**src/swk_cfg.svh**
```systemverilog
`ifndef SELECTIVE_WAKE_CFG_SVH
`define SELECTIVE_WAKE_CFG_SVH

`define ADDR_W 7
`define DATA_W 16
`define TRIM_OFFSET 7'h3C
`define CAL_OFFSET 7'h3D
`define CTRL_OFFSET 7'h3E
`define LIMIT_OFFSET 7'h3F

`define TRIM_KEY 2'h3
`define RX_SEL_BIT 14
`define COEF_HI 11
`define COEF_LO 7
`define OSC_HI 6
`define OSC_LO 0

`define CLK_SEL_HI 6
`define CLK_SEL_LO 5
`define FILT_HI 3
`define FILT_LO 2
`define EN_BIT 0

`define BYTE_HI_HI 15
`define BYTE_HI_LO 8
`define BYTE_LO_HI 7
`define BYTE_LO_LO 0

`define CTRL_RESET 16'h0004
`define LIMIT_RESET 16'h9D8F
`define TRIM_RESET 16'h0000
`define CAL_RESET 16'h0000

`define FILT_8 2'h0
`define FILT_16 2'h1
`define FILT_32 2'h2
`define FILT_ADAPT 2'h3
`define TC_8 6'h08
`define TC_16 6'h10
`define TC_32 6'h20
`define DIST_32_MIN 4'h2
`define DIST_32_MAX 4'h3
`define DIST_16_MIN 4'h4
`define DIST_16_MAX 4'h8
`define DIST_8_MIN 4'h9
`define DIST_8_MAX 4'hA

`define PCT_UP 16'h0069
`define PCT_DIV 16'h0064
`define PCT_DN 16'h0005
`define DIV_W 3

`endif

```
**src/swk_pkg.sv**
```systemverilog
`include "swk_cfg.svh"

package selective_wake_pkg;
    typedef logic [`DATA_W-1:0] word_t;
    typedef logic [7:0] byte_t;

    typedef struct packed {
        logic [5:0] constant;
    } filter_state_s;

    typedef struct packed {
        logic rx_sel;
        logic [4:0] temp_coef;
        logic [6:0] osc_trim;
        byte_t cal_high;
        byte_t cal_low;
        logic [1:0] clk_sel;
        logic [1:0] filt;
        logic enable;
        byte_t lim_high;
        byte_t lim_low;
        word_t rdata;
        logic rvalid;
        logic [`DIV_W-1:0] div_cnt;
        logic clk_en;
        logic rx_out;
        logic en_out;
        logic [1:0] clk_sel_out;
        byte_t upper_eff;
        byte_t lower_eff;
    } cfg_state_s;
endpackage : selective_wake_pkg
```
**src/filter_select.sv**
```systemverilog
`include "swk_cfg.svh"

module filter_select
    import selective_wake_pkg::*;
(
    input wire logic mclk_i,
    input wire logic resetn_i,
    input wire logic soft_reset_i,
    input wire logic [1:0] mode_i,
    input wire logic [3:0] edge_distance_i,
    input wire logic edge_valid_i,
    output logic [5:0] constant_o
);
    filter_state_s st_r;
    filter_state_s st_nxt;

    always_comb begin
        st_nxt = st_r;
        unique case (mode_i)
            `FILT_8: st_nxt.constant = `TC_8;
            `FILT_16: st_nxt.constant = `TC_16;
            `FILT_32: st_nxt.constant = `TC_32;
            `FILT_ADAPT: begin
                // Out-of-range spacing keeps the last constant
                if (edge_valid_i) begin
                    if (edge_distance_i >= `DIST_32_MIN && edge_distance_i <= `DIST_32_MAX) begin
                        st_nxt.constant = `TC_32;
                    end else if (edge_distance_i >= `DIST_16_MIN
                                 && edge_distance_i <= `DIST_16_MAX) begin
                        st_nxt.constant = `TC_16;
                    end else if (edge_distance_i >= `DIST_8_MIN
                                 && edge_distance_i <= `DIST_8_MAX) begin
                        st_nxt.constant = `TC_8;
                    end
                end
            end
        endcase
        if (soft_reset_i) begin
            st_nxt.constant = `TC_16;
        end
    end

    always_ff @(posedge mclk_i or negedge resetn_i) begin
        if (!resetn_i) begin
            st_r <= '{constant: `TC_16};
        end else begin
            st_r <= st_nxt;
        end
    end

    assign constant_o = st_r.constant;
endmodule : filter_select

```
**src/selective_wake_cdr_config.sv**
```systemverilog
// Overview of operation
// - Receiver select 0 picks the low-power wake receiver, 1 the standard receiver.
// - Receiver select, temperature trim and oscillator trim are writable only with trim key 11.
// - All reserved bits of these registers read as zero.
// - Receiver select resets to 0, the low-power receiver.
// - Calibration register is read-only, high byte over low byte, cleared by reset.
// - Recovery control resets to 0x0004: disabled, constant 16, clock select 00.
// - Filter field 00/01/10/11 gives constant 8/16/32/adaptive.
// - Adaptive mode uses 32, 16 or 8 for edge spacing 2-3, 4-8 or 9-10 bits.
// - Clock select 00/01/10/11 divides the recovery clock by 1/2/4/8.
// - Upper limit is clamped at +5 percent and lower limit at -5 percent of the bit time.
// - Limit register resets to 0x9D8F and is reloaded with it by a soft reset.
`include "swk_cfg.svh"

module selective_wake_cdr_config
    import selective_wake_pkg::*;
(
    input wire logic mclk_i,
    input wire logic resetn_i,
    input wire logic soft_reset_i,
    input wire logic [`ADDR_W-1:0] reg_addr_i,
    input wire logic reg_wr_i,
    input wire logic reg_rd_i,
    input wire logic [`DATA_W-1:0] reg_wdata_i,
    output logic [`DATA_W-1:0] reg_rdata_o,
    output logic reg_rvalid_o,
    input wire logic [1:0] trim_enable_i,
    input wire logic cal_load_i,
    input wire logic [7:0] cal_high_i,
    input wire logic [7:0] cal_low_i,
    input wire logic [7:0] bit_time_setting_i,
    input wire logic [3:0] edge_distance_i,
    input wire logic edge_valid_i,
    output logic wake_receiver_choice_o,
    output logic [6:0] oscillator_coarse_trim_o,
    output logic [4:0] temp_coef_trim_o,
    output logic recovery_enable_o,
    output logic [1:0] recovery_clock_select_o,
    output logic recovery_clk_en_o,
    output logic [5:0] recovery_filter_constant_o,
    output logic [7:0] upper_bit_time_limit_o,
    output logic [7:0] lower_bit_time_limit_o
);
    cfg_state_s st_r;
    cfg_state_s st_nxt;
    // Clamp bounds follow the nominal bit time
    word_t nominal;
    word_t up_cap;
    word_t dn_step;
    word_t dn_cap;
    logic up_over;
    logic dn_under;
    // Divider terminal count for the selected ratio
    logic [`DIV_W-1:0] div_top;
    logic div_wrap;
    logic key_open;

    // Recovery filter constant, fixed or adaptive
    filter_select u_filter (
        .mclk_i(mclk_i),
        .resetn_i(resetn_i),
        .soft_reset_i(soft_reset_i),
        .mode_i(st_r.filt),
        .edge_distance_i(edge_distance_i),
        .edge_valid_i(edge_valid_i),
        .constant_o(recovery_filter_constant_o)
    );

    function automatic cfg_state_s reset_state();
        cfg_state_s s;
        s = '0;
        s.rx_sel = 1'(`TRIM_RESET >> `RX_SEL_BIT);
        s.temp_coef = 5'(`TRIM_RESET >> `COEF_LO);
        s.osc_trim = 7'(`TRIM_RESET >> `OSC_LO);
        s.cal_high = byte_t'(`CAL_RESET >> `BYTE_HI_LO);
        s.cal_low = byte_t'(`CAL_RESET);
        s.clk_sel = 2'(`CTRL_RESET >> `CLK_SEL_LO);
        s.filt = 2'(`CTRL_RESET >> `FILT_LO);
        s.enable = 1'(`CTRL_RESET);
        s.lim_high = byte_t'(`LIMIT_RESET >> `BYTE_HI_LO);
        s.lim_low = byte_t'(`LIMIT_RESET);
        s.upper_eff = byte_t'(`LIMIT_RESET >> `BYTE_HI_LO);
        s.lower_eff = byte_t'(`LIMIT_RESET);
        return s;
    endfunction : reset_state

    always_comb begin
        st_nxt = st_r;
        st_nxt.rvalid = 1'b0;
        nominal = word_t'(bit_time_setting_i);
        up_cap = (nominal * `PCT_UP) / `PCT_DIV;
        dn_step = (nominal * `PCT_DN) / `PCT_DIV;
        dn_cap = nominal - dn_step;
        up_over = word_t'(st_r.lim_high) > up_cap;
        dn_under = word_t'(st_r.lim_low) < dn_cap;
        div_top = `DIV_W'((4'h1 << st_r.clk_sel) - 4'h1);
        div_wrap = st_r.div_cnt >= div_top;
        key_open = trim_enable_i == `TRIM_KEY;

        if (reg_wr_i) begin
            unique case (reg_addr_i)
                `TRIM_OFFSET: begin
                    if (key_open) begin
                        st_nxt.rx_sel = reg_wdata_i[`RX_SEL_BIT];
                        st_nxt.temp_coef = reg_wdata_i[`COEF_HI:`COEF_LO];
                        st_nxt.osc_trim = reg_wdata_i[`OSC_HI:`OSC_LO];
                    end else begin
                        // Key closed: fields keep their values
                        st_nxt.rx_sel = st_r.rx_sel;
                    end
                end
                `CAL_OFFSET: begin
                    // Read-only: the write is dropped
                    st_nxt.cal_high = st_r.cal_high;
                end
                `CTRL_OFFSET: begin
                    st_nxt.clk_sel = reg_wdata_i[`CLK_SEL_HI:`CLK_SEL_LO];
                    st_nxt.filt = reg_wdata_i[`FILT_HI:`FILT_LO];
                    st_nxt.enable = reg_wdata_i[`EN_BIT];
                end
                `LIMIT_OFFSET: begin
                    st_nxt.lim_high = reg_wdata_i[`BYTE_HI_HI:`BYTE_HI_LO];
                    st_nxt.lim_low = reg_wdata_i[`BYTE_LO_HI:`BYTE_LO_LO];
                end
                default: begin
                end
            endcase
        end

        // Calibration only changes from the oscillator side or by soft reset
        if (cal_load_i) begin
            st_nxt.cal_high = cal_high_i;
            st_nxt.cal_low = cal_low_i;
        end

        // A read in the cycle of a write returns the old contents
        if (reg_rd_i) begin
            st_nxt.rvalid = 1'b1;
            st_nxt.rdata = '0;
            unique case (reg_addr_i)
                `TRIM_OFFSET: begin
                    st_nxt.rdata[`RX_SEL_BIT] = st_r.rx_sel;
                    st_nxt.rdata[`COEF_HI:`COEF_LO] = st_r.temp_coef;
                    st_nxt.rdata[`OSC_HI:`OSC_LO] = st_r.osc_trim;
                end
                `CAL_OFFSET: begin
                    st_nxt.rdata = {st_r.cal_high, st_r.cal_low};
                end
                `CTRL_OFFSET: begin
                    st_nxt.rdata[`CLK_SEL_HI:`CLK_SEL_LO] = st_r.clk_sel;
                    st_nxt.rdata[`FILT_HI:`FILT_LO] = st_r.filt;
                    st_nxt.rdata[`EN_BIT] = st_r.enable;
                end
                `LIMIT_OFFSET: begin
                    // Programmed values, before clamping
                    st_nxt.rdata = {st_r.lim_high, st_r.lim_low};
                end
                default: begin
                    st_nxt.rdata = '0;
                end
            endcase
        end

        // Recovery clock enable: one pulse every 2^select cycles
        if (!st_r.enable) begin
            st_nxt.div_cnt = '0;
            st_nxt.clk_en = 1'b0;
        end else if (div_wrap) begin
            st_nxt.div_cnt = '0;
            st_nxt.clk_en = 1'b1;
        end else begin
            st_nxt.div_cnt = st_r.div_cnt + `DIV_W'(1);
            st_nxt.clk_en = 1'b0;
        end

        // Pin-side copies lag their register bits by one cycle
        st_nxt.rx_out = st_r.rx_sel;
        st_nxt.en_out = st_r.enable;
        st_nxt.clk_sel_out = st_r.clk_sel;

        // Programmed limits beyond five percent do not take effect
        if (up_over) begin
            st_nxt.upper_eff = up_cap[7:0];
        end else begin
            st_nxt.upper_eff = st_r.lim_high;
        end
        if (dn_under) begin
            st_nxt.lower_eff = dn_cap[7:0];
        end else begin
            st_nxt.lower_eff = st_r.lim_low;
        end

        // Soft reset wins over any access decoded above
        if (soft_reset_i) begin
            st_nxt = reset_state();
        end
    end

    // Power-on reset loads the same values as soft reset
    always_ff @(posedge mclk_i or negedge resetn_i) begin
        if (!resetn_i) begin
            st_r <= reset_state();
        end else begin
            st_r <= st_nxt;
        end
    end

    assign reg_rdata_o = st_r.rdata;
    assign reg_rvalid_o = st_r.rvalid;
    assign wake_receiver_choice_o = st_r.rx_out;
    assign oscillator_coarse_trim_o = st_r.osc_trim;
    assign temp_coef_trim_o = st_r.temp_coef;
    assign recovery_enable_o = st_r.en_out;
    assign recovery_clock_select_o = st_r.clk_sel_out;
    assign recovery_clk_en_o = st_r.clk_en;
    assign upper_bit_time_limit_o = st_r.upper_eff;
    assign lower_bit_time_limit_o = st_r.lower_eff;
endmodule : selective_wake_cdr_config

```
**config.mk**
```make
export PLATFORM = sky130hd
export DESIGN_NAME = selective_wake_cdr_config
export DESIGN_NICKNAME = d
export VERILOG_FILES = /design/src/swk_pkg.sv /design/src/filter_select.sv /design/src/selective_wake_cdr_config.sv
export VERILOG_INCLUDE_DIRS = /design/src /design/src/src
export SDC_FILE = /design/constraint.sdc
export NUM_CORES = 1
export LEC_CHECK = 0
export ABC_AREA = 1
export BUFFER_PORTS_ARGS = -buffer_cell sky130_fd_sc_hd__buf_4
export CORE_MARGIN = 2
export CORE_UTILIZATION = 48
export CTS_CLUSTER_DIAMETER = 200
export DETAILED_ROUTE_END_ITERATION = 7
export PLACE_DENSITY_LB_ADDON = 0.1
export SLEW_MARGIN = 20
export SYNTH_ARGS = -nofsm -noshare
export SYNTH_HDL_FRONTEND = slang
export SYNTH_SLANG_ARGS = --single-unit
```
**constraint.sdc**
```tcl
create_clock -name mclk_i -period 1.8 [get_ports mclk_i]
set_input_delay 0.18 -clock mclk_i [delete_from_list [all_inputs] [get_ports mclk_i]]
set_output_delay 0.18 -clock mclk_i [all_outputs]
set_load 0.005 [all_outputs]
```
==> Yosys cells after proc, flatten, opt, wreduce, memory -nomap -nowiden <==
Cells that the tools add are included.
{ "word_totals": {"reg_bits": 97, "output_inout_bits": 56, "wordCells": 91} }
{ "op_classes": {"n_addsub": 3, "mul": 2, "div": 2, "magnitude_cmp": 9, "eq_ne": 10, "shifts": 1, "n_mux": 29, "n_reduce_logical": 15} }
{ "op_table": {"columns": ["cell", "n"], "rows": [
  ["91-bit 2-to-1 mux", 1],
  ["21-bit 2-to-1 mux", 2],
  ["16-bit 2-to-1 mux", 2],
  ["6-bit 2-to-1 mux", 5],
  ["7-bit by 6-bit == test with 1-bit output (second input constant)", 4],
  ["6-bit one-hot mux with 4 select lines", 1],
  ["17-bit 2-to-1 mux", 1],
  ["11-bit by 7-bit divider with 16-bit output (second input constant)", 1],
  ["15-bit by 7-bit divider with 16-bit output (second input constant)", 1],
  ["8-bit by 16-bit greater-than comparator with 1-bit output", 1],
  ["8-bit by 16-bit < comparator with 1-bit output", 1],
  ["8-bit 2-to-1 mux", 2],
  ["2-bit one-hot mux with 4 select lines", 2],
  ["8-bit by 16-bit subtractor with 16-bit output", 1],
  ["8-bit by 7-bit multiplier with 15-bit output (second input constant)", 1],
  ["5-bit one-hot mux with 3 select lines", 1],
  ["2-bit nonzero test", 7],
  ["13-bit 2-to-1 mux", 1],
  ["12-bit 2-to-1 mux", 1],
  ["8-bit by 3-bit multiplier with 11-bit output (second input constant)", 1],
  ["1-bit one-hot mux with 3 select lines", 3],
  ["4-bit <= comparator (second input constant)", 2],
  ["4-bit 2-to-1 mux", 2],
  ["2-bit == test (second input constant)", 3],
  ["other kinds (20)", 24]
]} }

==> Depth between registers and ports, before layout <==
{ "logic_depth": {"ltp_word": 8, "depth_mapped": 88} }

==> Cells and area by module <==
Synthesis repeated with hierarchy kept, for this count alone.
{ "unflattened": {"cells_unflattened": 1346, "hier_area_um2": 9313.9} }
{ "modules_own_cells": {"columns": ["mod", "n_inst", "cells_per_inst", "area_each_um2", "seq_area_each_um2"], "rows": [
  ["selective_wake_cdr_config", 1, 1300, 9047.4, 2303.5],
  ["filter_select", 1, 46, 266.5, 76.3]
]} }

==> Worst setup path before layout <==
OpenSTA, ideal clock, no wires.
{ "synth_timing": {"path_kind": "input to register", "start": "in bit_time_setting_i[1]", "end": "reg st_r (netlist bit upper_bit_time_limit_o[2])", "setup_time_ns": 0.079, "arrival_ns": 9.249, "required_time_ns": 1.721, "setup_slack_ns": -7.528, "stages": 73, "cell_sequence": "inv_1 ha_1 inv_1 fa_1 inv_1 ha_1 fa_1 ha_1 nand2_1 nand2_1 inv_1 nand2_1 nand2_1 nand2_2 inv_2 nor2_1 nand2_1 nand2_1 (+37 left out) nor3_4 nand3_2 buf_6 nand2_1 nand2_1 nor2_1 nand2_1 nand3_2 ha_1 nor2_1 o21ai_0 a21oi_1 a2111oi_0 nor2_1 nand2_1 clkbuf_1 a21oi_1 o21ai_0"} }
{ "synth_lines": {"columns": ["element", "line_no", "text"], "rows": [
  ["start: declaration", "selective_wake_cdr_config.sv:31", "input wire logic [7:0] bit_time_setting_i,"],
  ["end signal: assignment", "selective_wake_cdr_config.sv:202", "st_r <= reset_state();"],
  ["end signal: assignment", "selective_wake_cdr_config.sv:204", "st_r <= st_nxt;"],
  ["end: declaration", "selective_wake_cdr_config.sv:44", "cfg_state_s st_r;"]
]} }

==> impl_metrics.xml <==
<?xml version="1.0" encoding="UTF-8"?>
<metrics>
  <group name="job">
    <metric name="max_cap_violations" unit="">0</metric>
  </group>
  <group name="drt">
    <metric name="detail-route-antenna-nets" unit="">0</metric>
    <metric name="detail_route.vias_per_cell" unit="">5.32</metric>
    <metric name="post-route-drc-count" unit="">0</metric>
    <metric name="drt-initial-drc-count" unit="">703</metric>
    <metric name="drt-total-wl" unit="um">33300</metric>
    <metric name="detailroute.via_count" unit="">11500</metric>
    <metric name="firstDrtPassIters" unit="">7</metric>
    <metric name="post_detailed_route_wirelength_per_cell" unit="um">15.4</metric>
  </group>
  <group name="yosys">
    <metric name="number_of_register_bits_inferred_by_synthesis" unit="">94</metric>
    <metric name="post_synth_main_area_contributors" unit="">sky130_fd_sc_hd__dfrtp_1 19%, sky130_fd_sc_hd__nand2_1 14%, sky130_fd_sc_hd__ha_1 10%, sky130_fd_sc_hd__inv_1 7.5%, sky130_fd_sc_hd__nand3_1 6.3%</metric>
    <metric name="synth_area_leader_cell" unit="">sky130_fd_sc_hd__dfrtp_1</metric>
    <metric name="synth.avg_cell_area" unit="sq um">6.78</metric>
    <metric name="count_of_distinct_cell_types_in_the_synthesized_netlist" unit="">49</metric>
    <metric name="synth_enable_flop_cells" unit="">0</metric>
    <metric name="syn_inst" unit="">1433</metric>
    <metric name="postSynth.asyncResetShare" unit="">1.00</metric>
    <metric name="synth_top_cell_area_share" unit="">0.186</metric>
    <metric name="syn_area" unit="sq um">9710</metric>
    <metric name="yosys_warnings" unit="">0</metric>
    <metric name="yosys_most_used_dff" unit="">sky130_fd_sc_hd__dfrtp_1</metric>
    <metric name="ys_seq_area_frac" unit="">0.245</metric>
  </group>
  <group name="final_layout">
    <metric name="drive_gt1_frac" unit="">0.475</metric>
    <metric name="n_fill_cell" unit="">1443</metric>
    <metric name="antenna_cells_inserted" unit="">0</metric>
    <metric name="syn2layout_area_growth" unit="%">58.0</metric>
    <metric name="non_filler_instances" unit="">2160</metric>
    <metric name="postLayoutCoreUtil" unit="">0.766</metric>
    <metric name="design.final.nets" unit="">2033</metric>
  </group>
  <group name="place">
    <metric name="place.gp.congestion" unit="">0.903</metric>
    <metric name="pre_cts_slack" unit="ns">-8.39</metric>
    <metric name="io_buffer_count" unit="">112</metric>
    <metric name="dp_cells" unit="">2017</metric>
    <metric name="dp.final_hpwl" unit="um">22500</metric>
  </group>
  <group name="die">
    <metric name="initial_util" unit="">0.485</metric>
    <metric name="die_w" unit="um">146</metric>
    <metric name="die_y" unit="um">146</metric>
    <metric name="floorplan.die_area" unit="sq um">21400</metric>
    <metric name="ios" unit="">116</metric>
    <metric name="placeableCoreArea" unit="sq um">20000</metric>
    <metric name="placement_rows" unit="">52</metric>
  </group>
  <group name="sta">
    <metric name="setup_repair_after_global_routing_missed_its_margin" unit="">true</metric>
    <metric name="worst-slew-pin-transition" unit="ns">0.543</metric>
    <metric name="final_period_minus_worst_setup_slack" unit="ns">9.92</metric>
    <metric name="finalCritPeriodShare" unit="">5.51</metric>
    <metric name="fin_worst_skew" unit="ns">0.00809</metric>
    <metric name="setup_viol_count_final" unit="">16</metric>
    <metric name="worst_slack" unit="ns">-8.12</metric>
    <metric name="slew-limit-headroom" unit="">0.637</metric>
    <metric name="maxClockFrequency" unit="GHz">0.101</metric>
    <metric name="final-max-slew-violation-count" unit="">0</metric>
    <metric name="hold_viol_final" unit="">0</metric>
  </group>
  <group name="outcome">
    <metric name="violations_in_the_final_reports" unit="">negative setup slack</metric>
    <metric name="outcome" unit="">finished with violations</metric>
  </group>
  <group name="critical_path">
    <metric name="critical_path_s_most_frequent_cell" unit="">sky130_fd_sc_hd__nand2_4</metric>
    <metric name="cp_top_family" unit="">simple AND/OR/NAND/NOR gates</metric>
    <metric name="critical-path-slowest-cell" unit="">sky130_fd_sc_hd__fa_1</metric>
    <metric name="critPathBufInv" unit="">15</metric>
    <metric name="worst_setup_path_start_kind" unit="">primary input</metric>
    <metric name="critical_path.endpoint_type" unit="">flop</metric>
    <metric name="path_max_fanout" unit="">8</metric>
    <metric name="r2r_cells" unit="">11</metric>
    <metric name="cp.arrival" unit="ns">10.19</metric>
    <metric name="timing.reg2reg.setup_slack" unit="ns">-0.12</metric>
    <metric name="worst_r2r_startpoint" unit="">st_r[52]</metric>
    <metric name="setup.worst_path.class" unit="">primary input to flop</metric>
    <metric name="worst_r2r_endpoint" unit="">upper_bit_time_limit_o[6]</metric>
    <metric name="timing.critical_path.slowest_cell_delay" unit="ns">0.48</metric>
    <metric name="required" unit="ns">2.07</metric>
  </group>
  <group name="grt">
    <metric name="global_route.usage.total" unit="">0.283</metric>
    <metric name="grt_pass1_wl" unit="um">50900</metric>
    <metric name="antenna_found_initial" unit="">0</metric>
    <metric name="largest_net_degree_at_the_start_of_global_routing" unit="">41</metric>
    <metric name="globalRouteOverflowTotal" unit="">0</metric>
    <metric name="via_count_of_the_first_global_routing_pass" unit="">11000</metric>
  </group>
  <group name="clocking">
    <metric name="clkSinkCount" unit="">94</metric>
    <metric name="cts_tree" unit="">yes</metric>
    <metric name="cts.htree.levels" unit="">3</metric>
    <metric name="clock_insertion_delay_worst_skew" unit="ns">0.34</metric>
    <metric name="number_of_cts_inserted_buffers" unit="">9</metric>
    <metric name="clockBufferDepth" unit="">2</metric>
    <metric name="cts_root_buf" unit="">sky130_fd_sc_hd__clkbuf_16</metric>
    <metric name="clkSlewWorstSetupHoldPaths" unit="ns">0.07</metric>
  </group>
  <group name="worst_hold_path">
    <metric name="min_delay_path_depth" unit="">3</metric>
    <metric name="startpoint_of_the_worst_hold_path" unit="">cal_high_i[4]</metric>
    <metric name="worstHoldEndpoint" unit="">st_r[74]</metric>
    <metric name="holdCritPathClass" unit="">primary input to flop</metric>
  </group>
</metrics>
==> layer usage <==
layer	global-route usage	wire, um	vias to the layer above
met5	0	0	-
met4	0.0762	985	0
met3	0.0278	1820	100
met2	0.523	17000	464
met1	0.353	13400	5371
li1	-	-	5549
==> final cells by class <==
| class | count | area, sq um | area share |
|---|---|---|---|
| sequential | 94 | 2380 | 0.155 |
| inverter | 222 | 850 | 0.0554 |
| timing repair buffer | 504 | 3970 | 0.259 |
| tap | 270 | 338 | 0.0220 |
| clock inverter | 6 | 53.8 | 0.00351 |
| clock buffer | 10 | 239 | 0.0156 |
| multi-input combinational | 1054 | 7520 | 0.490 |
==> worst max path at each step <==
stage,to,depth (start not counted),from,slack [ns]
global route,upper_bit_time_limit_o[7],77,bit_time_setting_i[2],-8.64
CTS,upper_bit_time_limit_o[6],82,bit_time_setting_i[2],-7.43
floorplan,upper_bit_time_limit_o[6],77,bit_time_setting_i[1],-7.40
detailed placement,upper_bit_time_limit_o[6],77,bit_time_setting_i[2],-8.39
global placement,upper_bit_time_limit_o[6],78,bit_time_setting_i[1],-8.28
finish,upper_bit_time_limit_o[7],74,bit_time_setting_i[1],-8.12
==> stage by stage <==
step	hold WS (ns)	instance area, sq um	TNS [ns]
3_3_place_gp	0.191	12700	-105.40
5_1_grt	0.0893	15300	-108.21
6_report	0.0643	15300	-99.98
4_1_cts	0.0623	14500	-93.47
3_5_place_dp	0.193	12700	-107.48
2_1_floorplan	-0.116	9950	-93.81
==> cells in the mapped netlist, drive strengths merged (8+ instances only) <==
master and n:
nand3 135, nand2 412, nor3 10, xor2 29
o211ai 9, fa 8, a21oi 72, o21ai 89
dfstp 22, clkbuf 19, buf 53, dfrtp 72
nor2 99, ha 80, inv 215, xnor2 15
nand4 43, o22ai 14
==> sequential cells by signal (all words and copies together), names as in the netlist, 2 cells and up <==
| name | cells |
|---|---|
| st_r | 41 |
| lower_bit_time_limit_o | 8 |
| recovery_clock_select_o | 2 |
| upper_bit_time_limit_o | 8 |
| temp_coef_trim_o | 5 |
| u_filter.constant_o | 3 |
| reg_rdata_o | 16 |
| oscillator_coarse_trim_o | 7 |
==> tightest hold or removal path, stage by stage <==
cell,delay [ns]
sky130_fd_sc_hd__buf_4,0.07
sky130_fd_sc_hd__nand3_1,0.06
sky130_fd_sc_hd__o21ai_0,0.06
==> timing repair <==
action                     CTS  global route
hold endpoints to repair    28             0
gates cloned                 7             0
gates resized for setup    204           123
setup endpoints to repair   16            16
hold buffers                 1             0
pin swaps                  135            99
setup buffers               85            34
==> kinds of logic (layout without fill, tap and decap cells) <==
kind of cell	after synthesis	count (layout)	synth area share
simple gates	710	717	0.340
buf+inv	294	742	0.135
compound gates	202	202	0.119
flops	94	94	0.245
fa+ha+maj	88	88	0.120
xor+xnor	44	44	0.0405
other cells	1	3	0.000386
==> cells in the final DEF, fill, tap and decap left out, drive strengths merged <==
| cell type | count |
|---|---|
| a221oi | 7 |
| a21boi | 2 |
| nor4 | 4 |
| xnor2 | 15 |
| inv | 217 |
| nand3 | 138 |
| o2111ai | 1 |
| a2111oi | 1 |
| nor2 | 99 |
| nor3b | 1 |
| ha | 80 |
| o21bai | 3 |
| dfrtp | 72 |
| and2 | 1 |
| o21ai | 89 |
| a21oi | 72 |
| xor2 | 29 |
| dfstp | 22 |
| clkinv | 8 |
| a31oi | 2 |
| clkinvlp | 3 |
| nand4 | 45 |
| o211ai | 9 |
| dlygate4sd3 | 1 |
| or2 | 3 |
| nor3 | 10 |
| fa | 8 |
| clkbuf | 10 |
| nand3b | 2 |
| o22ai | 14 |
| o31ai | 1 |
| o221ai | 1 |
| conb | 3 |
| nand2 | 414 |
| buf | 503 |
Power is left out: the tool's default activity adds up to more than one toggle a clock period on the data nets, which glitch-free logic cannot reach.
